--- src/srs_pkg.sv ---
package srs_pkg;

    // operation codes and service action
    localparam logic [7:0] OP_REPORT_ID    = 8'ha3;
    localparam logic [4:0] SA_REPORT_ID    = 5'h05;
    localparam logic [7:0] OP_REPORT_LUN   = 8'ha0;
    localparam logic [7:0] OP_REQ_SENSE    = 8'h03;

    // cdb byte positions
    localparam int unsigned CDB_BYTES      = 12;
    localparam int unsigned CDB_OPCODE     = 0;
    localparam int unsigned CDB_SVC        = 1;
    localparam int unsigned CDB_LUN_HI     = 4;
    localparam int unsigned CDB_LUN_LO     = 5;
    localparam int unsigned CDB_ALLOC_B3   = 6;
    localparam int unsigned CDB_ALLOC_B2   = 7;
    localparam int unsigned CDB_ALLOC_B1   = 8;
    localparam int unsigned CDB_ALLOC_B0   = 9;
    localparam int unsigned CDB_CU_BYTE    = 10;
    localparam int unsigned CDB_CU_BIT     = 1;
    localparam int unsigned CDB_SENSE_LEN  = 4;
    localparam int unsigned LUN_FIELD_SHFT = 5; // lun in byte 1 bits 7:5 for sense cdb

    // parameter data sizes
    localparam logic [31:0] LUN_MIN_ALLOC  = 32'h0000_0010;
    localparam logic [31:0] LUN_LIST_LEN   = 32'h0000_0008;
    localparam logic [31:0] LUN_LIST_TOTAL = 32'h0000_0010;
    localparam logic [31:0] SENSE_MAX      = 32'h0000_0020;
    localparam logic [31:0] ID_HDR_BYTES   = 32'h0000_0004;

    // sense keys and additional codes
    localparam logic [3:0] SK_NO_SENSE     = 4'h0;
    localparam logic [3:0] SK_NOT_READY    = 4'h2;
    localparam logic [3:0] SK_ILLEGAL_REQ  = 4'h5;
    localparam logic [7:0] ASC_NONE        = 8'h00;
    localparam logic [7:0] ASC_NOT_READY   = 8'h04;
    localparam logic [7:0] ASC_LUN_UNSUPP  = 8'h25;
    localparam logic [7:0] ASC_BAD_CDB     = 8'h24;

    // status codes
    localparam logic [7:0] ST_GOOD         = 8'h00;
    localparam logic [7:0] ST_CHECK        = 8'h02;

    // fixed sense layout positions
    localparam logic [7:0] SENSE_RESP_CODE = 8'h70;
    localparam logic [7:0] SENSE_ADD_LEN   = 8'h18;
    localparam int unsigned SB_KEY         = 2;
    localparam int unsigned SB_ADDLEN      = 7;
    localparam int unsigned SB_ASC         = 12;

    // command handler states
    typedef enum logic [1:0] {
        SRS_IDLE,
        SRS_DATA,
        SRS_STATUS
    } srs_state_t;

    // data source selection
    typedef enum logic [1:0] {
        SRS_SRC_ID,
        SRS_SRC_LUN,
        SRS_SRC_SENSE
    } srs_src_t;

endpackage

--- src/srs_sense_store.sv ---
`timescale 1ns/100ps
`default_nettype none

// per-initiator sense records: key and additional code, flops indexed by initiator
module srs_sense_store #(
    parameter int unsigned INIT_CNT = 16,
    parameter int unsigned IW       = 4
) (
    // clock and reset
    input  wire logic          clk_in,
    input  wire logic          rst_n_in,
    input  wire logic          ce_in,
    // update port
    input  wire logic          set_in,
    input  wire logic          clr_in,
    input  wire logic [IW-1:0] wr_idx_in,
    input  wire logic [3:0]    key_in,
    input  wire logic [7:0]    asc_in,
    // lookup port
    input  wire logic [IW-1:0] rd_idx_in,
    output logic               rd_valid_out,
    output logic [3:0]         rd_key_out,
    output logic [7:0]         rd_asc_out
);

    initial begin
        if (INIT_CNT > (1 << IW) || INIT_CNT == 0) begin
            $error("srs_sense_store: INIT_CNT does not fit IW");
        end
    end

    logic [INIT_CNT-1:0] valid_q;
    logic [3:0]          key_q [INIT_CNT];
    logic [7:0]          asc_q [INIT_CNT];

    // one record per initiator, so one initiator never disturbs another
    genvar gi;
    generate
        for (gi = 0; gi < INIT_CNT; gi++) begin : g_rec
            always_ff @(posedge clk_in) begin
                if (!rst_n_in) begin
                    valid_q[gi] <= 1'b0;
                    key_q[gi]   <= srs_pkg::SK_NO_SENSE;
                    asc_q[gi]   <= srs_pkg::ASC_NONE;
                end else if (ce_in && wr_idx_in == IW'(gi)) begin
                    // set wins over clear in the same cycle
                    if (set_in) begin
                        valid_q[gi] <= 1'b1;
                        key_q[gi]   <= key_in;
                        asc_q[gi]   <= asc_in;
                    end else if (clr_in) begin
                        valid_q[gi] <= 1'b0;
                    end
                end
            end
        end
    endgenerate

    // combinational lookup, unknown index reads as empty
    always_comb begin
        rd_valid_out = 1'b0;
        rd_key_out   = srs_pkg::SK_NO_SENSE;
        rd_asc_out   = srs_pkg::ASC_NONE;
        if (int'(rd_idx_in) < INIT_CNT) begin
            rd_valid_out = valid_q[rd_idx_in];
            rd_key_out   = key_q[rd_idx_in];
            rd_asc_out   = asc_q[rd_idx_in];
        end
    end

endmodule

`default_nettype wire

--- src/srs_cmd.sv ---
`timescale 1ns/100ps
`default_nettype none

// Overview of operation
// - opcode A3h with action 05h reports identifier
// - absent unit on identifier report: check condition
// - short allocation truncates, length field unchanged
// - select bit picks peripheral or component address
// - four-byte length header, then identifier bytes
// - length zero until successful set identifier
// - identifier persists, same for every initiator
// - store not ready: immediate check, not ready
// - lun report always accepted despite reservations
// - lun report allocation below 16 rejected
// - allocation of 16 or more sends the whole 16-byte list
// - lun list: length 8, reserved, unit zero
// - sense request sends min(allocation, 32) bytes
// - invalid unit sense request: good, unsupported
// - nothing pending returns no sense
// - any later report or sense command on nexus clears sense
// - separate sense record per initiator
// - sense after check condition, or bus free in a cycle with no report or sense command taken
module srs_cmd #(
    parameter int unsigned INIT_CNT = 16,
    parameter int unsigned IW       = 4,
    parameter int unsigned ID_MAX   = 16
) (
    // clock, reset, enable
    input  wire logic              clk_in,
    input  wire logic              rst_n_in,
    input  wire logic              ce_in,
    // command descriptor block from the bus engine
    input  wire logic              cmd_valid_in,
    input  wire logic [IW-1:0]     cmd_init_in,
    input  wire logic [8*12-1:0]   cmd_cdb_in,
    input  wire logic              cmd_lun_present_in,
    input  wire logic              cmd_component_in,
    input  wire logic              cmd_component_present_in,
    // unexpected bus free seen on a nexus
    input  wire logic              bus_free_err_in,
    input  wire logic [IW-1:0]     bus_free_init_in,
    // nonvolatile identifier store
    input  wire logic              nv_ready_in,
    input  wire logic [31:0]       nv_id_len_in,
    input  wire logic [8*ID_MAX-1:0] nv_id_bytes_in,
    // parameter data to the initiator
    output logic                   data_valid_out,
    output logic [7:0]             data_byte_out,
    output logic                   data_last_out,
    input  wire logic              data_ready_in,
    // completion status
    output logic                   status_valid_out,
    output logic [7:0]             status_out,
    output logic                   busy_out
);

    initial begin
        if (ID_MAX == 0 || ID_MAX > 1024) begin
            $error("srs_cmd: ID_MAX out of range");
        end
    end

    srs_pkg::srs_state_t state_q;
    srs_pkg::srs_src_t   src_q;
    logic [31:0]         cnt_q, len_q;
    logic [IW-1:0]       init_q;
    logic [7:0]          stat_q, data_byte_q, snap_asc_q;
    logic                data_valid_q, data_last_q, status_valid_q, busy_q;
    logic [3:0]          snap_key_q;

    // cdb field extraction
    logic [7:0]  opcode;
    logic [4:0]  svc;
    logic [31:0] alloc32, alloc8;
    logic        lun_ok;
    assign opcode  = cmd_cdb_in[8*srs_pkg::CDB_OPCODE +: 8];
    assign svc     = cmd_cdb_in[8*srs_pkg::CDB_SVC +: 5];
    assign alloc32 = {cmd_cdb_in[8*srs_pkg::CDB_ALLOC_B3 +: 8],
                      cmd_cdb_in[8*srs_pkg::CDB_ALLOC_B2 +: 8],
                      cmd_cdb_in[8*srs_pkg::CDB_ALLOC_B1 +: 8],
                      cmd_cdb_in[8*srs_pkg::CDB_ALLOC_B0 +: 8]};
    assign alloc8  = {24'h00_0000, cmd_cdb_in[8*srs_pkg::CDB_SENSE_LEN +: 8]};
    // address space, resolved by the bus engine per select bit
    assign lun_ok  = cmd_component_in ? cmd_component_present_in : cmd_lun_present_in;
    // a command is only taken while idle and enabled
    logic take;
    assign take = ce_in && cmd_valid_in && state_q == srs_pkg::SRS_IDLE;
    // decoded command
    logic is_id, is_lun, is_sense;
    assign is_id    = opcode == srs_pkg::OP_REPORT_ID && svc == srs_pkg::SA_REPORT_ID;
    // lun report never looks at reservations
    assign is_lun   = opcode == srs_pkg::OP_REPORT_LUN;
    assign is_sense = opcode == srs_pkg::OP_REQ_SENSE;

    // sense record lookup and update
    logic          rd_valid, sense_set, sense_clr;
    logic [3:0]    rd_key, set_key;
    logic [7:0]    rd_asc, set_asc;
    logic [IW-1:0] wr_idx;
    srs_sense_store #(
        .INIT_CNT (INIT_CNT),
        .IW       (IW)
    ) u_store (
        .clk_in       (clk_in),
        .rst_n_in     (rst_n_in),
        .ce_in        (ce_in),
        .set_in       (sense_set),
        .clr_in       (sense_clr),
        .wr_idx_in    (wr_idx),
        .key_in       (set_key),
        .asc_in       (set_asc),
        .rd_idx_in    (cmd_init_in),
        .rd_valid_out (rd_valid),
        .rd_key_out   (rd_key),
        .rd_asc_out   (rd_asc)
    );

    // decide errors for the incoming command
    logic       err;
    logic [3:0] err_key;
    logic [7:0] err_asc;
    always_comb begin
        err     = 1'b0;
        err_key = srs_pkg::SK_NO_SENSE;
        err_asc = srs_pkg::ASC_NONE;
        if (is_id && !lun_ok) begin
            err     = 1'b1;
            err_key = srs_pkg::SK_ILLEGAL_REQ;
            err_asc = srs_pkg::ASC_LUN_UNSUPP;
        end else if (is_id && !nv_ready_in) begin
            err     = 1'b1;
            err_key = srs_pkg::SK_NOT_READY;
            err_asc = srs_pkg::ASC_NOT_READY;
        end else if (is_lun && alloc32 < srs_pkg::LUN_MIN_ALLOC) begin
            err     = 1'b1;
            err_key = srs_pkg::SK_ILLEGAL_REQ;
            err_asc = srs_pkg::ASC_BAD_CDB;
        end
    end

    // a taken report or sense command clears; check or bus free sets; bus free has its own index
    always_comb begin
        sense_set = 1'b0;
        sense_clr = 1'b0;
        wr_idx    = cmd_init_in;
        set_key   = err_key;
        set_asc   = err_asc;
        if (take && (is_id || is_lun || is_sense)) begin
            sense_clr = 1'b1;
            sense_set = err;
        end else if (bus_free_err_in) begin
            // aborted command reported as an aborted-style illegal request record
            wr_idx    = bus_free_init_in;
            sense_set = 1'b1;
            set_key   = srs_pkg::SK_ILLEGAL_REQ;
            set_asc   = srs_pkg::ASC_NONE;
        end
    end

    // transfer length: min of allocation and available data
    logic [31:0] avail, alloc_sel, xfer_len;
    always_comb begin
        avail     = srs_pkg::SENSE_MAX;
        alloc_sel = alloc8;
        if (is_id) begin
            avail     = srs_pkg::ID_HDR_BYTES + nv_id_len_in;
            alloc_sel = alloc32;
        end else if (is_lun) begin
            avail     = srs_pkg::LUN_LIST_TOTAL;
            alloc_sel = alloc32;
        end
        xfer_len = (alloc_sel < avail) ? alloc_sel : avail;
    end

    // command state machine
    always_ff @(posedge clk_in) begin
        if (!rst_n_in) begin
            state_q <= srs_pkg::SRS_IDLE;
            src_q   <= srs_pkg::SRS_SRC_SENSE;
            len_q   <= 32'h0000_0000;
            init_q  <= '0;
            stat_q  <= srs_pkg::ST_GOOD;
            busy_q  <= 1'b0;
        end else if (ce_in) begin
            case (state_q)
                srs_pkg::SRS_IDLE: begin
                    if (take && (is_id || is_lun || is_sense)) begin
                        init_q <= cmd_init_in;
                        busy_q <= 1'b1;
                        len_q  <= xfer_len;
                        src_q  <= is_id ? srs_pkg::SRS_SRC_ID :
                                  (is_lun ? srs_pkg::SRS_SRC_LUN : srs_pkg::SRS_SRC_SENSE);
                        if (err) begin
                            stat_q  <= srs_pkg::ST_CHECK;
                            state_q <= srs_pkg::SRS_STATUS;
                        end else begin
                            // good after data; sense always good
                            stat_q  <= srs_pkg::ST_GOOD;
                            state_q <= (xfer_len == 32'h0000_0000) ? srs_pkg::SRS_STATUS
                                                                   : srs_pkg::SRS_DATA;
                        end
                    end
                end
                srs_pkg::SRS_DATA: begin
                    if (data_valid_q && data_ready_in && data_last_q) begin
                        state_q <= srs_pkg::SRS_STATUS;
                    end
                end
                srs_pkg::SRS_STATUS: begin
                    state_q <= srs_pkg::SRS_IDLE;
                    busy_q  <= 1'b0; // kept in a flop so busy_out never glitches
                end
                default: begin
                    state_q <= srs_pkg::SRS_IDLE;
                    busy_q  <= 1'b0;
                end
            endcase
        end
    end

    // snapshot of the sense to report, taken before the clear lands
    always_ff @(posedge clk_in) begin
        if (!rst_n_in) begin
            snap_key_q <= srs_pkg::SK_NO_SENSE;
            snap_asc_q <= srs_pkg::ASC_NONE;
        end else if (take && is_sense) begin
            if (!lun_ok) begin
                snap_key_q <= srs_pkg::SK_ILLEGAL_REQ;
                snap_asc_q <= srs_pkg::ASC_LUN_UNSUPP;
            end else if (rd_valid) begin
                snap_key_q <= rd_key;
                snap_asc_q <= rd_asc;
            end else begin
                snap_key_q <= srs_pkg::SK_NO_SENSE;
                snap_asc_q <= srs_pkg::ASC_NONE;
            end
        end
    end

    // byte generator for the current source
    logic [7:0]  next_byte;
    logic [31:0] id_off;
    always_comb begin
        next_byte = 8'h00;
        id_off    = cnt_q - srs_pkg::ID_HDR_BYTES;
        case (src_q)
            srs_pkg::SRS_SRC_ID: begin
                // big-endian length then bytes from the shared store
                if (cnt_q < srs_pkg::ID_HDR_BYTES) begin
                    next_byte = nv_id_len_in[8*(3-cnt_q[1:0]) +: 8];
                end else if (id_off < ID_MAX) begin
                    next_byte = nv_id_bytes_in[8*id_off[9:0] +: 8];
                end
            end
            srs_pkg::SRS_SRC_LUN: begin
                // length 8, reserved, unit zero entry
                if (cnt_q < srs_pkg::ID_HDR_BYTES) begin
                    next_byte = srs_pkg::LUN_LIST_LEN[8*(3-cnt_q[1:0]) +: 8];
                end
            end
            srs_pkg::SRS_SRC_SENSE: begin
                if (cnt_q == 32'h0000_0000) begin
                    next_byte = srs_pkg::SENSE_RESP_CODE;
                end else if (cnt_q == srs_pkg::SB_KEY) begin
                    next_byte = {4'h0, snap_key_q};
                end else if (cnt_q == srs_pkg::SB_ADDLEN) begin
                    next_byte = srs_pkg::SENSE_ADD_LEN;
                end else if (cnt_q == srs_pkg::SB_ASC) begin
                    next_byte = snap_asc_q;
                end
            end
            default: begin
                next_byte = 8'h00;
            end
        endcase
    end

    // data stream with valid/ready handshake
    always_ff @(posedge clk_in) begin
        if (!rst_n_in) begin
            cnt_q        <= 32'h0000_0000;
            data_valid_q <= 1'b0;
            data_byte_q  <= 8'h00;
            data_last_q  <= 1'b0;
        end else if (ce_in) begin
            if (state_q != srs_pkg::SRS_DATA) begin
                cnt_q        <= 32'h0000_0000;
                data_valid_q <= 1'b0;
                data_last_q  <= 1'b0;
            end else if (!data_valid_q || (data_ready_in && !data_last_q)) begin
                data_valid_q <= 1'b1;
                data_byte_q  <= next_byte;
                data_last_q  <= (cnt_q + 32'h0000_0001) == len_q;
                cnt_q        <= cnt_q + 32'h0000_0001;
            end else if (data_ready_in) begin
                data_valid_q <= 1'b0;
                data_last_q  <= 1'b0;
            end
        end
    end

    // status pulse, one cycle
    always_ff @(posedge clk_in) begin
        if (!rst_n_in) begin
            status_valid_q <= 1'b0;
        end else if (ce_in) begin
            status_valid_q <= state_q == srs_pkg::SRS_STATUS;
        end
    end

    assign data_valid_out   = data_valid_q;
    assign data_byte_out    = data_byte_q;
    assign data_last_out    = data_last_q;
    assign status_valid_out = status_valid_q;
    assign status_out       = stat_q;
    assign busy_out         = busy_q;
endmodule

`default_nettype wire

--- config.mk ---
export PLATFORM = sky130hd
export DESIGN_NAME = srs_cmd
export DESIGN_NICKNAME = d
export VERILOG_FILES = /design/src/srs_pkg.sv /design/src/srs_sense_store.sv /design/src/srs_cmd.sv
export SDC_FILE = /design/constraint.sdc
export NUM_CORES = 1
export LEC_CHECK = 0
export BUFFER_PORTS_ARGS = -buffer_cell sky130_fd_sc_hd__buf_2
export CAP_MARGIN = 20
export CORE_MARGIN = 2
export CORE_UTILIZATION = 32
export CTS_CLUSTER_SIZE = 24
export DETAILED_ROUTE_END_ITERATION = 8
export PLACE_DENSITY = 0.5
export SYNTH_ARGS = -nofsm -noshare
export SYNTH_HDL_FRONTEND = slang
export SYNTH_HIERARCHICAL = 1
export SYNTH_SLANG_ARGS = --single-unit
--- constraint.sdc ---
create_clock -name clk_in -period 5.5 [get_ports clk_in]
set_clock_uncertainty 0.05 [all_clocks]
set_input_delay 0.55 -clock clk_in [delete_from_list [all_inputs] [get_ports clk_in]]
set_output_delay 0.55 -clock clk_in [all_outputs]
set_load 0.02 [all_outputs]
# Word level (Yosys, flattened, before mapping)
# Memories as Yosys holds them, arrays and structs flattened.
# Index checks and enable logic that the tools add are counted.
[totals]
word_cells = 309
out_inout_bits = 20
n_memories = 2
ff_bits = 116
rom_bits = 0
latchBits = 0
mem_bits_rw = 192
[mem_list]
columns = ["name", "depth", "word_bits", "rd", "rd_ports_with_merged_regs", "write_ports", "line", "text"]
rows = [
  ["u_store.asc_q", 16, 8, 1, 0, 16, "srs_sense_store.sv:34", "logic [7:0] asc_q [INIT_CNT];"],
  ["u_store.key_q", 16, 4, 1, 0, 16, "srs_sense_store.sv:33", "logic [3:0] key_q [INIT_CNT];"],
]
[classes]
n_reduce_logical = 64
bitwise_logic = 34
div = 0
n_addsub = 4
magnitude_cmp = 5
n_eq_ne = 30
muxes = 139
shifts = 3
multipliers = 0
[op_table]
columns = ["cell", "n"]
rows = [
  ["8-bit two-way mux", 27],
  ["32-bit two-way mux", 6],
  ["128-bit by 14-bit variable part select with 8-bit output", 1],
  ["4-bit two-way mux", 22],
  ["1-bit two-way mux", 66],
  ["32-bit zero test", 2],
  ["32-bit by 5-bit less-than comparator with 1-bit output, second input constant", 2],
  ["2-bit AND reduction", 18],
  ["32-bit by 33-bit variable part select with 8-bit output", 1],
  ["32-bit by 33-bit variable part select with 8-bit output, first input constant", 1],
  ["3-bit by 32-bit adder with 32-bit output, first input constant", 1],
  ["32-bit by 1-bit adder with 32-bit output, second input constant", 1],
  ["32-bit by 2-bit == test with 1-bit output, second input constant", 1],
  ["32-bit by 3-bit == test with 1-bit output, second input constant", 1],
  ["32-bit == test", 1],
  ["32-bit by 4-bit == test with 1-bit output, second input constant", 1],
  ["4-bit == test, second input constant", 8],
  ["32-bit by 3-bit less-than comparator with 1-bit output, second input constant", 1],
  ["32-bit less-than comparator", 1],
  ["1-bit OR", 32],
  ["32-bit by 3-bit subtractor with 32-bit output, second input constant", 1],
  ["1-bit logical AND", 27],
  ["6-bit two-way mux", 4],
  ["8-bit case mux with 3 select lines", 1],
  ["25 further kinds", 52],
]

# Longest topological paths before layout
# Gate-level depths: netlist (run 1).
[logic_depth]
depth_word = 12
ltp_mapped = 18
ltp_nobuf = 17

# By module
# The synthesis (run 1) kept the hierarchy.
[by_module_without_submodules]
columns = ["module", "seq_area_each_um2", "area_each_um2", "cells_each", "instances"]
rows = [
  ["srs_cmd", 1861.8, 9415.3, 1206, 1],
  ["srs_sense_store", 6085.8, 9318.9, 694, 1],
]

# Worst setup path before layout (run 1)
# OpenSTA, ideal clock, no wires.
[synth_path]
path_kind = "input -> register"
start = "input port cmd_cdb_in[3]"
end = "register len_q[19]"
t_required_ps = 5318
cell_stages = 16
setup_ps = 132
n_path_buf = 5
setup_slack_ps = 634
arrival_time_ps = 4684
cell_sequence = "or4_1 > nor4_1 > buf_2 > clkbuf_1 > clkbuf_1 > buf_1 > nand2_1 > ha_1 > nand4_1 > nor4_1 > o21ai_0 > o211a_1 > o21ai_1 > clkbuf_1 > mux2i_1 > a21oi_1"
[synth_via]
elab_chain_cells = 6
[synth_lines]
columns = ["element", "line", "text"]
rows = [
  ["start, declared", "srs_cmd.sv:35", "input wire logic [8*12-1:0] cmd_cdb_in,"],
  ["branches (longest 6 deep; another with 32-bit less-than comparator)", "--", ""],
  ["end signal, assigned", "srs_cmd.sv:190", "len_q <= xfer_len;"],
  ["end, declared", "srs_cmd.sv:65", "logic [31:0] cnt_q, len_q;"],
]
# Parallel ways; which one is timed is not known.
# A chain may end at the register's enable or synchronous reset.

# Worst setup path in the final report (run 1)
[layout_path]
start = "input port cmd_cdb_in[3]"
end = "register len_q[8]"
# Same word-level chain as after synthesis.

==> key figures, run 1 <==
Die
  • Core Area: 0.05781 mm^2
  • Chip Width: 246.0 um
  • Die Y: 246.0 um
  • Row cnt: 88
  • Initial Util: 0.3241
  • IO Pins: 294
  • Die area: 0.06050 mm^2

STA
  • Tcrit/Tclk final: 0.8303
  • Setup WS post-layout: 0.9331 ns
  • Min cycle time layout: 4.567 ns
  • Final TNS setup: 0 ns
  • Achievable Freq: 219.0 MHz
  • Setup violators final: 0
  • Slew headroom: 0.3173
  • Final hold vios: 0
  • Worst-margin pin slew: 1.024 ns
  • Pins Over Slew Limit: 0
  • RSZ-0062 raised after global routing: no

Synthesis
  • Most instantiated cells after synthesis: nor2_1 (294), nand2_1 (198), edfxtp_1 (192)
  • Post-Syn Instances: 1900
  • Synthesis Warnings: 6
  • Post-synth EDFFs: 192
  • Ys flop type: edfxtp_1
  • Seq/Total Area, Yosys: 0.4242
  • Netlist Area Pre-Place: 0.01873 mm^2
  • Synth area leader: edfxtp_1
  • Top cells by area, synth: edfxtp_1 (31%), dfxtp_1 (12%), mux4_2 (10%)
  • Most common cell in the netlist: nor2_1
  • Share of the synthesized area in the top cell type: 0.3078
  • Flops & latches, synth: 301
  • Post-synthesis async set-or-reset flop share: 0
  • Synthesized area per cell: 9.860 um^2
  • Netlist cell types: 83

Power and ir drop
  • Pwr Total: 5.569 mW
  • Leakage: 7.985 nW
  • VDD IR max: 0.2967 mV
  • PwrDens: 253.2 mW/mm^2

Global routing
  • Antenna violations before repair: 0
  • Largest net degree at the start of global routing: 58
  • Total track usage: 0.2090
  • Gr ovfl total: 0
  • First-pass GRT wire length: 95.90 mm
  • Vias in the first global route: 15560

Worst setup path
  • Worst EP required: 5.90 ns
  • Max incr delay on CP: 0.79 ns
  • CP startpoint kind: primary input
  • Cells along the critical path: buf_2 -> or4_1 -> or4_1 -> buf_4 -> a21oi_1 -> inv_1 -> ha_1 -> nand3_1 -> nor3_1 -> o2111ai_1 -> o21ai_4 -> buf_4 -> mux2_2 -> a21oi_1
  • CP endpoint kind: register
  • CP arrival: 4.97 ns
  • Crit path max fanout: 31
  • R2R depth: 9
  • Slowest cell on the critical path: or4_1
  • Buf/Inv on CP: 4
  • CP Class: primary input to register
  • WP depth: 14
  • CP delay by family, top: simple AND/OR/NAND/NOR gates

Layout
  • Nets: 2426
  • Area Growth Syn to Fin: 17.40%
  • Fraction of layout cells with a size suffix above 1: 0.2257
  • Final Cell Area: 0.02199 mm^2
  • Antenna diodes: 0

Detailed routing
  • Post-route DRC: 0
  • 1st-pass router iterations: 7
  • Routed Antenna Nets: 0
  • DR WL/cell: 22.26 um
  • Final wirelength: 64.66 mm
  • Vias: 15990
  • DR iter-0 viols: 1258
  • Vias/cell: 5.505

Clock network
  • Post-CTS Resized: 0
  • CTS sink cnt: 301
  • Clk root buf: clkbuf_16
  • Cts hold-fix bufs: 0
  • Htree depth: 2
  • Worst-path clk slew: 0.05 ns
  • CTS tree: yes
  • Insertion delay to the later sink of the worst-skew pair: 0.59 ns
  • CTS buffer count: 36
  • Post-CTS Setup Repair Bufs: 0
  • Clk buf depth: 3

Placed design
  • Setup Slack @ Placement: 0.4007 ns
  • I/O Buffers: 243
  • HPWL after DPL: 47.14 mm
  • Placed cell area: 0.02074 mm^2
  • Final GP Congestion: 0.9107

Worst hold path
  • HP Class: register to register
  • Worst hold path depth: 2

Flow run
  • Max cap viols: 0

Run status
  • Run status: complete, no violations
state kept, by name, summed over array words and instances (netlist names), 2 cells and up:
| signal | flops |
|---|---|
| snap_key_q | 4 |
| src_q | 2 |
| state_q | 2 |
| cnt_q | 32 |
| data_byte_out | 8 |
| u_store/key_q | 64 |
| u_store/asc_q | 128 |
| u_store/valid_q | 16 |
| snap_asc_q | 8 |
| len_q | 32 |
routing by layer:
metal / part of all wire / up-vias / global-route usage
li1: - / 7432 / -
met1: 0.43 / 7932 / 0.2799
met2: 0.49 / 546 / 0.3526
met3: 0.057 / 81 / 0.02510
met4: 0.025 / 0 / 0.06275
met5: 0 / - / 0
cell families (layout without fill, tap and decap cells):
group | Yosys count | after routing | synth area share
AOI/OAI and AO/OA | 353 | 353 | 0.1173
xor gates and xnor gates | 85 | 85 | 0.03974
adders and majority gates | 39 | 39 | 0.02605
buffers and inverters | 191 | 395 | 0.04775
DFF | 301 | 301 | 0.4242
muxes | 129 | 129 | 0.1401
other | 1 | 37 | 0.0002002
and+or+nand+nor | 801 | 801 | 0.2046
final timing paths:
kind / startpoint / to / slack, ns
setup / recovery: cmd_cdb_in[3] / len_q[8] / 0.93
hold reg to reg: snap_key_q[1] / snap_key_q[1] / 0.41
setup reg to reg: state_q[1] / u_store/asc_q[7][7] / 1.38
hold / removal: snap_key_q[1] / snap_key_q[1] / 0.41
cells in the final DEF (no fill, tap or decap), drive strengths merged, types with 15 or more instances in the layout:
| master | n |
|---|---|
| a21oi | 95 |
| ha | 39 |
| and2 | 25 |
| a21o | 16 |
| nand3 | 61 |
| nand3b | 15 |
| xnor2 | 54 |
| mux2i | 15 |
| nand2b | 17 |
| conb | 37 |
| a31oi | 19 |
| nor4 | 34 |
| edfxtp | 192 |
| inv | 34 |
| xor2 | 31 |
| dfxtp | 109 |
| nand4 | 36 |
| clkbuf | 44 |
| mux4 | 100 |
| o21ai | 105 |
| clkinv | 16 |
| a22oi | 28 |
| nor2 | 294 |
| nor3 | 47 |
| and3 | 18 |
| buf | 297 |
| nand2 | 199 |
worst min-delay path: cells and delay by family, from the launching register on:
family | cells | cell delay (ns)
AND/OR/NAND/NOR | 1 | 0.06
flip-flops | 1 | 0.30
AO/OA/AOI/OAI | 1 | 0.05
through the flow:
| step | utilization | std cells | hold WS, ns |
|---|---|---|---|
| global route | 0.3805 | 2905 | 0.4283 |
| global placement | 0.3586 | 2839 | 0.3934 |
| finish | 0.3805 | 2905 | 0.4080 |
| CTS | 0.3805 | 2905 | 0.3721 |
| detailed placement | 0.3589 | 2840 | 0.4030 |
| floorplan | - | 1936 | 0.3816 |
area by class of cell:
class                           instances  area [um^2]
Clock buffer                           44        970.9
Clock inverter                         21        279.0
Fill cell                            5805        35810
Inverter                               33        123.9
Multi-Input combinational cell       1444        10070
Sequential cell                       301         7950
Tap cell                              765        957.2
Timing Repair Buffer                  297         1644
power by group:
part	total (mW)	leakage, nW	switching [mW]	internal (mW)
logic	0.577	4.66	0.352	0.225
registers	2.51	2.71	0.0216	2.48
clock network	2.49	0.614	1.02	1.47
total	5.57	7.99	1.39	4.18
Power figures use the tool's default switching activity.
==> run 2, diff against run 1 <==
==> constraint.sdc (replaced) <==
create_clock -name clk_in -period 4.6 [get_ports clk_in]
set_clock_uncertainty 0.05 [all_clocks]
set_input_delay 0.46 -clock clk_in [delete_from_list [all_inputs] [get_ports clk_in]]
set_output_delay 0.46 -clock clk_in [all_outputs]
set_load 0.02 [all_outputs]
==> run 2 against run 1 <==
  * Core utilization grew 0.45 points
  * Routed wire length grew 2.2%
  * Sequential share of layout area shrank 0.42 points
  * Flip-flop and latch count is the same
  * First-iteration DRC count grew 16%
  * Register-to-register slack lost 0.59 ns
  * Critical path depth grew 2
  * Largest cell class unchanged
==> key figures, run 2 (synthesis gave the netlist of run 1 again) <==
Worst hold path
  • Min-delay src: nv_id_len_in[1] (was snap_key_q[1])
  • Worst hold path depth: 5 (was 2)
  • HP Class: primary input to register (was register to register)
  • Min-Delay Endpoint: len_q[1] (was snap_key_q[1])

Worst setup path
  • CP arrival: 4.49 ns (was 4.97 ns)
  • R2R depth: 9 (unchanged)
  • CP startpoint kind: primary input (unchanged)
  • Worst R2R Start: cnt_q[0] (was state_q[1])
  • CP endpoint kind: register (unchanged)
  • Worst EP required: 4.98 ns (was 5.90 ns)
  • CP Class: primary input to register (unchanged)
  • Reg-to-reg slack, setup: 0.79 ns (was 1.38 ns)
  • Crit path max fanout: 10 (was 31)
  • FF-to-FF End: data_last_out (was u_store/asc_q[7][7])

STA
  • Setup violators final: 0 (unchanged)
  • Pins Over Slew Limit: 0 (unchanged)
  • Min cycle time layout: 4.114 ns
  • RSZ-0062 raised after global routing: no (unchanged)
  • Worst-margin pin slew: 0.9035 ns (was 1.024 ns)
  • Hold Slack: 0.3191 ns (was 0.4080 ns)
  • Tcrit/Tclk final: 0.8943
  • Achievable Freq: 243.1 MHz
  • Final hold vios: 0 (unchanged)
  • Setup WS post-layout: 0.4862 ns (was 0.9331 ns)
  • Final TNS setup: 0 ns (unchanged)
  • Slew headroom: 0.3921 (was 0.3173)

Clock network
  • Cts hold-fix bufs: 0 (unchanged)
  • Worst-path clk slew: 0.06 ns (was 0.05 ns)
  • CTS sink cnt: 301 (unchanged)
  • Post-CTS Resized: 0 (unchanged)
  • Htree depth: 2 (unchanged)
  • Clk buf depth: 3 (unchanged)
  • CTS buffer count: 36 (unchanged)
  • Insertion delay to the later sink of the worst-skew pair: 0.57 ns (was 0.59 ns)
  • CTS tree: yes (unchanged)
  • Post-CTS Setup Repair Bufs: 0 (unchanged)
  • Clk root buf: clkbuf_16 (unchanged)

Die
  • IO Pins: 294 (unchanged)
  • Chip Width: 246.0 um (unchanged)
  • Initial Util: 0.3241 (unchanged)
  • Die area: 0.06050 mm^2 (unchanged)
  • Die Y: 246.0 um (unchanged)
  • Core Area: 0.05781 mm^2 (unchanged)
  • Row cnt: 88 (unchanged)

Placed design
  • Placed cell area: 0.02099 mm^2 (was 0.02074 mm^2)
  • Setup Slack @ Placement: -0.06338 ns (was 0.4007 ns)
  • I/O Buffers: 243 (unchanged)
  • HPWL after DPL: 48.16 mm (was 47.14 mm)
  • Final GP Congestion: 0.9203 (was 0.9107)

Power and ir drop
  • PwrDens: 302.7 mW/mm^2 (was 253.2 mW/mm^2)
  • Pwr Total: 6.736 mW (was 5.569 mW)
  • VDD IR max: 0.2908 mV (was 0.2967 mV)
  • Leakage: 8.129 nW (was 7.985 nW)

Layout
  • Top flop regs: u_store/asc_q: 128 flops, u_store/key_q: 64 flops (unchanged)
  • Final Cell Area: 0.02225 mm^2 (was 0.02199 mm^2)
  • Fraction of layout cells with a size suffix above 1: 0.2336 (was 0.2257)
  • Reg with most FFs: u_store/asc_q (unchanged)
  • Antenna diodes: 0 (unchanged)
  • Area Growth Syn to Fin: 18.78% (was 17.40%)
  • Largest register FFs: 128 (unchanged)
  • Most frequent cells in the layout: nor2_1 (293), buf_2 (242), nand2_1 (197), edfxtp_1 (192), dfxtp_1 (107) (was nor2_1 (292), buf_2 (242), nand2_1 (197), edfxtp_1 (192), dfxtp_1 (107))
  • Fillers: 5802 (was 5805)
  • Commonest non-fill, non-tap cell in the layout: nor2_1 (unchanged)
  • Nets: 2447 (was 2426)

Detailed routing
  • Metal3 WL: 4.433 mm (was 3.680 mm)
  • Final wirelength: 66.06 mm (was 64.66 mm)
  • 1st-pass router iterations: 5 (was 7)
  • DR WL/cell: 22.57 um (was 22.26 um)
  • Post-route DRC: 0 (unchanged)
  • Vias: 16170 (was 15990)
  • Top Layer Used: met5 (was met4)
  • Met2 WL: 31.80 mm (was 31.50 mm)
  • Met1 Wirelength: 27.98 mm (was 27.87 mm)
  • Routed Antenna Nets: 0 (unchanged)
  • Vias/cell: 5.523 (was 5.505)
  • DR iter-0 viols: 1465 (was 1258)

Global routing
  • Vias in the first global route: 15750 (was 15560)
  • First-pass GRT wire length: 97.86 mm (was 95.90 mm)
  • Total track usage: 0.2138 (was 0.2090)
  • Gr ovfl total: 0 (unchanged)
  • Antenna violations before repair: 3 (was 0)
  • Largest net degree at the start of global routing: 57 (was 58)

Flow run
  • Max cap viols: 0 (unchanged)

Run status
  • Run status: complete, no violations (unchanged)
==> run 2: changes by cell type in the layout (fill, tap and decap cells not counted), moves of 2 or more <==
cell / previous run / this run
buf_12: 1 / 8
buf_4: 53 / 68
clkinv_16: 3 / 1
clkinvlp_4: 0 / 3
==> run 2: cell type report <==
type	count	area, um^2	area share
inverters	33	123.9	0.005566
flip-flops and latches	301	7950	0.3573
clock inverters	21	260.3	0.01170
repair buffers	318	1882	0.08457
multi-input cells	1444	10070	0.4527
well taps	765	957.2	0.04301
clock buffers	45	1006	0.04521
==> run 2: worst max path at each step <==
stage / startpoint / endpoint
detailed placement: cmd_cdb_in[3] / state_q[1]
global placement: cmd_cdb_in[3] / len_q[28]
CTS: cmd_cdb_in[3] / state_q[1]
floorplan: cmd_cdb_in[3] / len_q[19]
global route: cmd_cdb_in[3] / len_q[5]
finish: cmd_cdb_in[3] / state_q[1]
==> run 2: per-layer routing <==
layer | vias to the layer above | track usage
met4 | 6 | 0.06613
met1 | 7949 | 0.2841
met3 | 98 | 0.03831
li1 | 7497 | -
met5 | - | 0
met2 | 617 | 0.3529
==> run 2: metrics by stage <==
| step | utilization | std cells |
|---|---|---|
| 2_1_floorplan | - | 1936 |
| 3_3_place_gp | 0.3631 | 2861 |
| 3_5_place_dp | 0.3631 | 2861 |
| 4_1_cts | 0.3850 | 2927 |
| 5_1_grt | 0.3850 | 2927 |
| 6_report | 0.3850 | 2927 |
==> run 2: power breakdown <==
part | switching [mW] | total, mW | internal (mW)
Sequential | 0.0260 | 3.00 | 2.97
Combinational | 0.432 | 0.719 | 0.287
Clock | 1.22 | 3.02 | 1.80
Total | 1.68 | 6.74 | 5.06
==> run 2: critical path, stage by stage <==
cell and delay [ns]:
buf_2 0.11, or4_1 0.58, or4_1 0.73, buf_4 0.23
nor2_1 0.14, inv_1 0.06, ha_1 0.20, a2111oi_0 0.41
o21ai_0 0.23, a221oi_1 0.34, o211a_1 0.27, o21ai_4 0.12
buf_12 0.17, nand4_1 0.13, nand3_1 0.13, and3_1 0.18
==> run 3, diff against run 2 <==
--- a/config.mk
+++ b/config.mk
@@ -7,11 +7,13 @@
 export LEC_CHECK = 0
 export BUFFER_PORTS_ARGS = -buffer_cell sky130_fd_sc_hd__buf_2
 export CAP_MARGIN = 20
+export CELL_PAD_IN_SITES_DETAIL_PLACEMENT = 0
+export CELL_PAD_IN_SITES_GLOBAL_PLACEMENT = 1
 export CORE_MARGIN = 2
 export CORE_UTILIZATION = 32
 export CTS_CLUSTER_SIZE = 24
 export DETAILED_ROUTE_END_ITERATION = 8
-export PLACE_DENSITY = 0.5
+export PLACE_DENSITY = 0.61
 export SYNTH_ARGS = -nofsm -noshare
 export SYNTH_HDL_FRONTEND = slang
 export SYNTH_HIERARCHICAL = 1
==> run 3 against run 2 <==
  * Power is 1.3% higher
  * Hold slack better by 0.0037 ns
  * Die area stayed put
  * Flip-flop and latch count stayed put
  * Register-to-register slack hardly changed
  * Critical path type unchanged
  * Largest power group unchanged
  * Combinational power is 1% lower
  * Critical path depth is 1 lower
  * Routed wire length is 0.74% higher
==> key figures, run 3 (synthesis gave the netlist of run 1 again) <==
Layout
  • Fraction of layout cells with a size suffix above 1: 0.2356 (was 0.2336)
  • Area Growth Syn to Fin: 19.09% (was 18.78%)
  • Finished Layout Cells: 2935 (was 2927)
  • Core Util, Final: 0.3860 (was 0.3850)
  • Final Cell Area: 0.02231 mm^2 (was 0.02225 mm^2)
  • Commonest non-fill, non-tap cell in the layout: nor2_1 (unchanged)
  • Most frequent cells in the layout: nor2_1 (293), buf_2 (242), nand2_1 (198), edfxtp_1 (192), dfxtp_1 (107) (was nor2_1 (293), buf_2 (242), nand2_1 (197), edfxtp_1 (192), dfxtp_1 (107))
  • Register area: 0.007950 mm^2 (unchanged)
  • Top flop regs: u_store/asc_q: 128 flops, u_store/key_q: 64 flops (unchanged)
  • Reg with most FFs: u_store/asc_q (unchanged)
  • Largest register FFs: 128 (unchanged)
  • Nets: 2456 (was 2447)
  • Fillers: 5841 (was 5802)
  • Multi-input logic area: 0.01007 mm^2 (about the same)

Clock network
  • Post-CTS Setup Repair Bufs: 0 (unchanged)
  • Clk buf depth: 3 (unchanged)
  • Clk root buf: clkbuf_16 (unchanged)
  • Insertion delay to the later sink of the worst-skew pair: 0.57 ns (about the same)
  • Htree depth: 2 (unchanged)
  • CTS tree: yes (unchanged)
  • Post-CTS Resized: 0 (unchanged)
  • Worst-path clk slew: 0.06 ns (about the same)
  • CTS buffer count: 36 (unchanged)
  • CTS sink cnt: 301 (unchanged)
  • Cts hold-fix bufs: 0 (unchanged)

Worst setup path
  • Worst EP required: 5.04 ns (was 4.98 ns)
  • Cells along the critical path: buf_2 -> or4_1 -> or4_1 -> buf_4 -> nor2_1 -> inv_1 -> ha_1 -> nand4_1 -> nor4_1 -> o21ai_0 -> o211a_1 -> o21ai_4 -> nand4_1 -> nand3_1 -> and3_1 (was buf_2 -> or4_1 -> or4_1 -> buf_4 -> nor2_1 -> inv_1 -> ha_1 -> a2111oi_0 -> o21ai_0 -> a221oi_1 -> o211a_1 -> o21ai_4 -> buf_12 -> nand4_1 -> nand3_1 -> and3_1)
  • CP arrival: 4.41 ns (was 4.49 ns)
  • CP delay by family, top: simple AND/OR/NAND/NOR gates (unchanged)
  • Buf/Inv on CP: 3 (was 4)
  • FF-to-FF End: u_store/asc_q[12][6] (was data_last_out)
  • CP endpoint kind: register (unchanged)
  • R2R depth: 10 (was 9)
  • Worst R2R Start: state_q[1] (was cnt_q[0])
  • Slowest cell on the critical path: or4_1 (unchanged)
  • Crit path max fanout: 12 (was 10)
  • Max incr delay on CP: 0.59 ns (was 0.73 ns)
  • Reg-to-reg slack, setup: 0.80 ns (was 0.79 ns)
  • CP Class: primary input to register (unchanged)
  • CP startpoint kind: primary input (unchanged)

Detailed routing
  • Metal3 WL: 3.747 mm (was 4.433 mm)
  • Top Layer Used: met5 (unchanged)
  • DR iter-0 viols: 1270 (was 1465)
  • Routed Antenna Nets: 0 (unchanged)
  • Met1 Wirelength: 28.66 mm (was 27.98 mm)
  • Met2 WL: 32.45 mm (was 31.80 mm)
  • Vias/cell: 5.429 (was 5.523)
  • Vias: 15930 (was 16170)
  • Final wirelength: 66.55 mm (was 66.06 mm)
  • Post-route DRC: 0 (unchanged)
  • 1st-pass router iterations: 7 (was 5)
  • DR WL/cell: 22.67 um (was 22.57 um)

STA
  • Worst-margin pin slew: 1.123 ns (was 0.9035 ns)
  • Min cycle time layout: 3.970 ns (was 4.114 ns)
  • Slew headroom: 0.2489 (was 0.3921)
  • Achievable Freq: 251.9 MHz (was 243.1 MHz)
  • RSZ-0062 raised after global routing: no (unchanged)
  • Tcrit/Tclk final: 0.8630 (was 0.8943)
  • Pins Over Slew Limit: 0 (unchanged)
  • Setup violators final: 0 (unchanged)
  • Final hold vios: 0 (unchanged)
  • Hold Slack: 0.3228 ns (was 0.3191 ns)

Placed design
  • HPWL after DPL: 48.74 mm (was 48.16 mm)
  • Cells after DPL: 2870 (was 2861)
  • I/O Buffers: 243 (unchanged)
  • Placed cell area: 0.02099 mm^2 (about the same)
  • Final GP Congestion: 0.9075 (was 0.9203)

Power and ir drop
  • PwrDens: 306.0 mW/mm^2 (was 302.7 mW/mm^2)
  • Leakage: 8.174 nW (was 8.129 nW)
  • VDD IR max: 0.3042 mV (was 0.2908 mV)
  • Pwr Total: 6.827 mW (was 6.736 mW)

Die
  • Row cnt: 88 (unchanged)
  • IO Pins: 294 (unchanged)
  • Initial Util: 0.3241 (unchanged)
  • Core Area: 0.05781 mm^2 (unchanged)
  • Die area: 0.06050 mm^2 (unchanged)
  • Chip Width: 246.0 um (unchanged)
  • Die Y: 246.0 um (unchanged)

Global routing
  • Total track usage: 0.2158 (was 0.2138)
  • Vias in the first global route: 15660 (was 15750)
  • Antenna violations before repair: 2 (was 3)
  • First-pass GRT wire length: 98.42 mm (was 97.86 mm)
  • Largest net degree at the start of global routing: 63 (was 57)
  • Gr ovfl total: 0 (unchanged)

Flow run
  • Max cap viols: 0 (unchanged)

Worst hold path
  • Min-delay src: nv_id_len_in[0] (was nv_id_len_in[1])
  • Min-Delay Endpoint: len_q[0] (was len_q[1])
  • Worst hold path depth: 3 (was 5)
  • HP Class: primary input to register (unchanged)

Run status
  • Run status: complete, no violations (unchanged)
[run 3: cell count changes in the layout (fill, tap and decap cells not counted), sizes merged]
cell and change:
clkbuf +1, bufinv +2, clkinv -3, clkinvlp -2, diode +1, buf +9
[run 3: worst max path at each step]
stage               cells past startpoint           from    endpoint  slack [ns]
floorplan                              16  cmd_cdb_in[3]   len_q[19]        0.04
global placement                       16  cmd_cdb_in[3]   len_q[28]        0.02
detailed placement                     15  cmd_cdb_in[3]   len_q[16]      -0.006
CTS                                    15  cmd_cdb_in[3]   len_q[16]        0.56
global route                           15  cmd_cdb_in[3]    len_q[8]        0.34
finish                                 15  cmd_cdb_in[3]  state_q[1]        0.63
[run 3: tightest hold or removal path: cells and delay by family]
family	cells	cell delay, ns
compound gates	2	0.26
buf+inv	1	0.15
[run 3: through the flow]
stage / TNS (ns) / setup WS (ns)
6_report: 0 / 0.6301
5_1_grt: 0 / 0.3372
4_1_cts: 0 / 0.5599
3_5_place_dp: -0.006440 / -0.006440
3_3_place_gp: 0 / 0.02401
2_1_floorplan: 0 / 0.03835
[run 3: layer usage]
| layer | vias to the layer above | GRT usage |
|---|---|---|
| li1 | 7488 | - |
| met1 | 7839 | 0.2863 |
| met2 | 508 | 0.3645 |
| met3 | 95 | 0.03099 |
| met4 | 4 | 0.06257 |
| met5 | - | 0 |
[run 3: where the power goes]
group          total [mW]  internal [mW]  switching (mW)
clock                3.12           1.91            1.21
sequential           3.00           2.97          0.0263
combinational       0.712          0.284           0.428
total                6.83           5.16            1.66
[run 3: area by class of cell]
cell class,instances,share of cell area
Clock inverter,18,0.01391
Clock buffer,46,0.04520
Timing Repair Buffer,327,0.08457
Multi-Input combinational cell,1444,0.4514
Antenna cell,1,0.0001122
Sequential cell,301,0.3563
Tap cell,765,0.04290
Inverter,33,0.005552
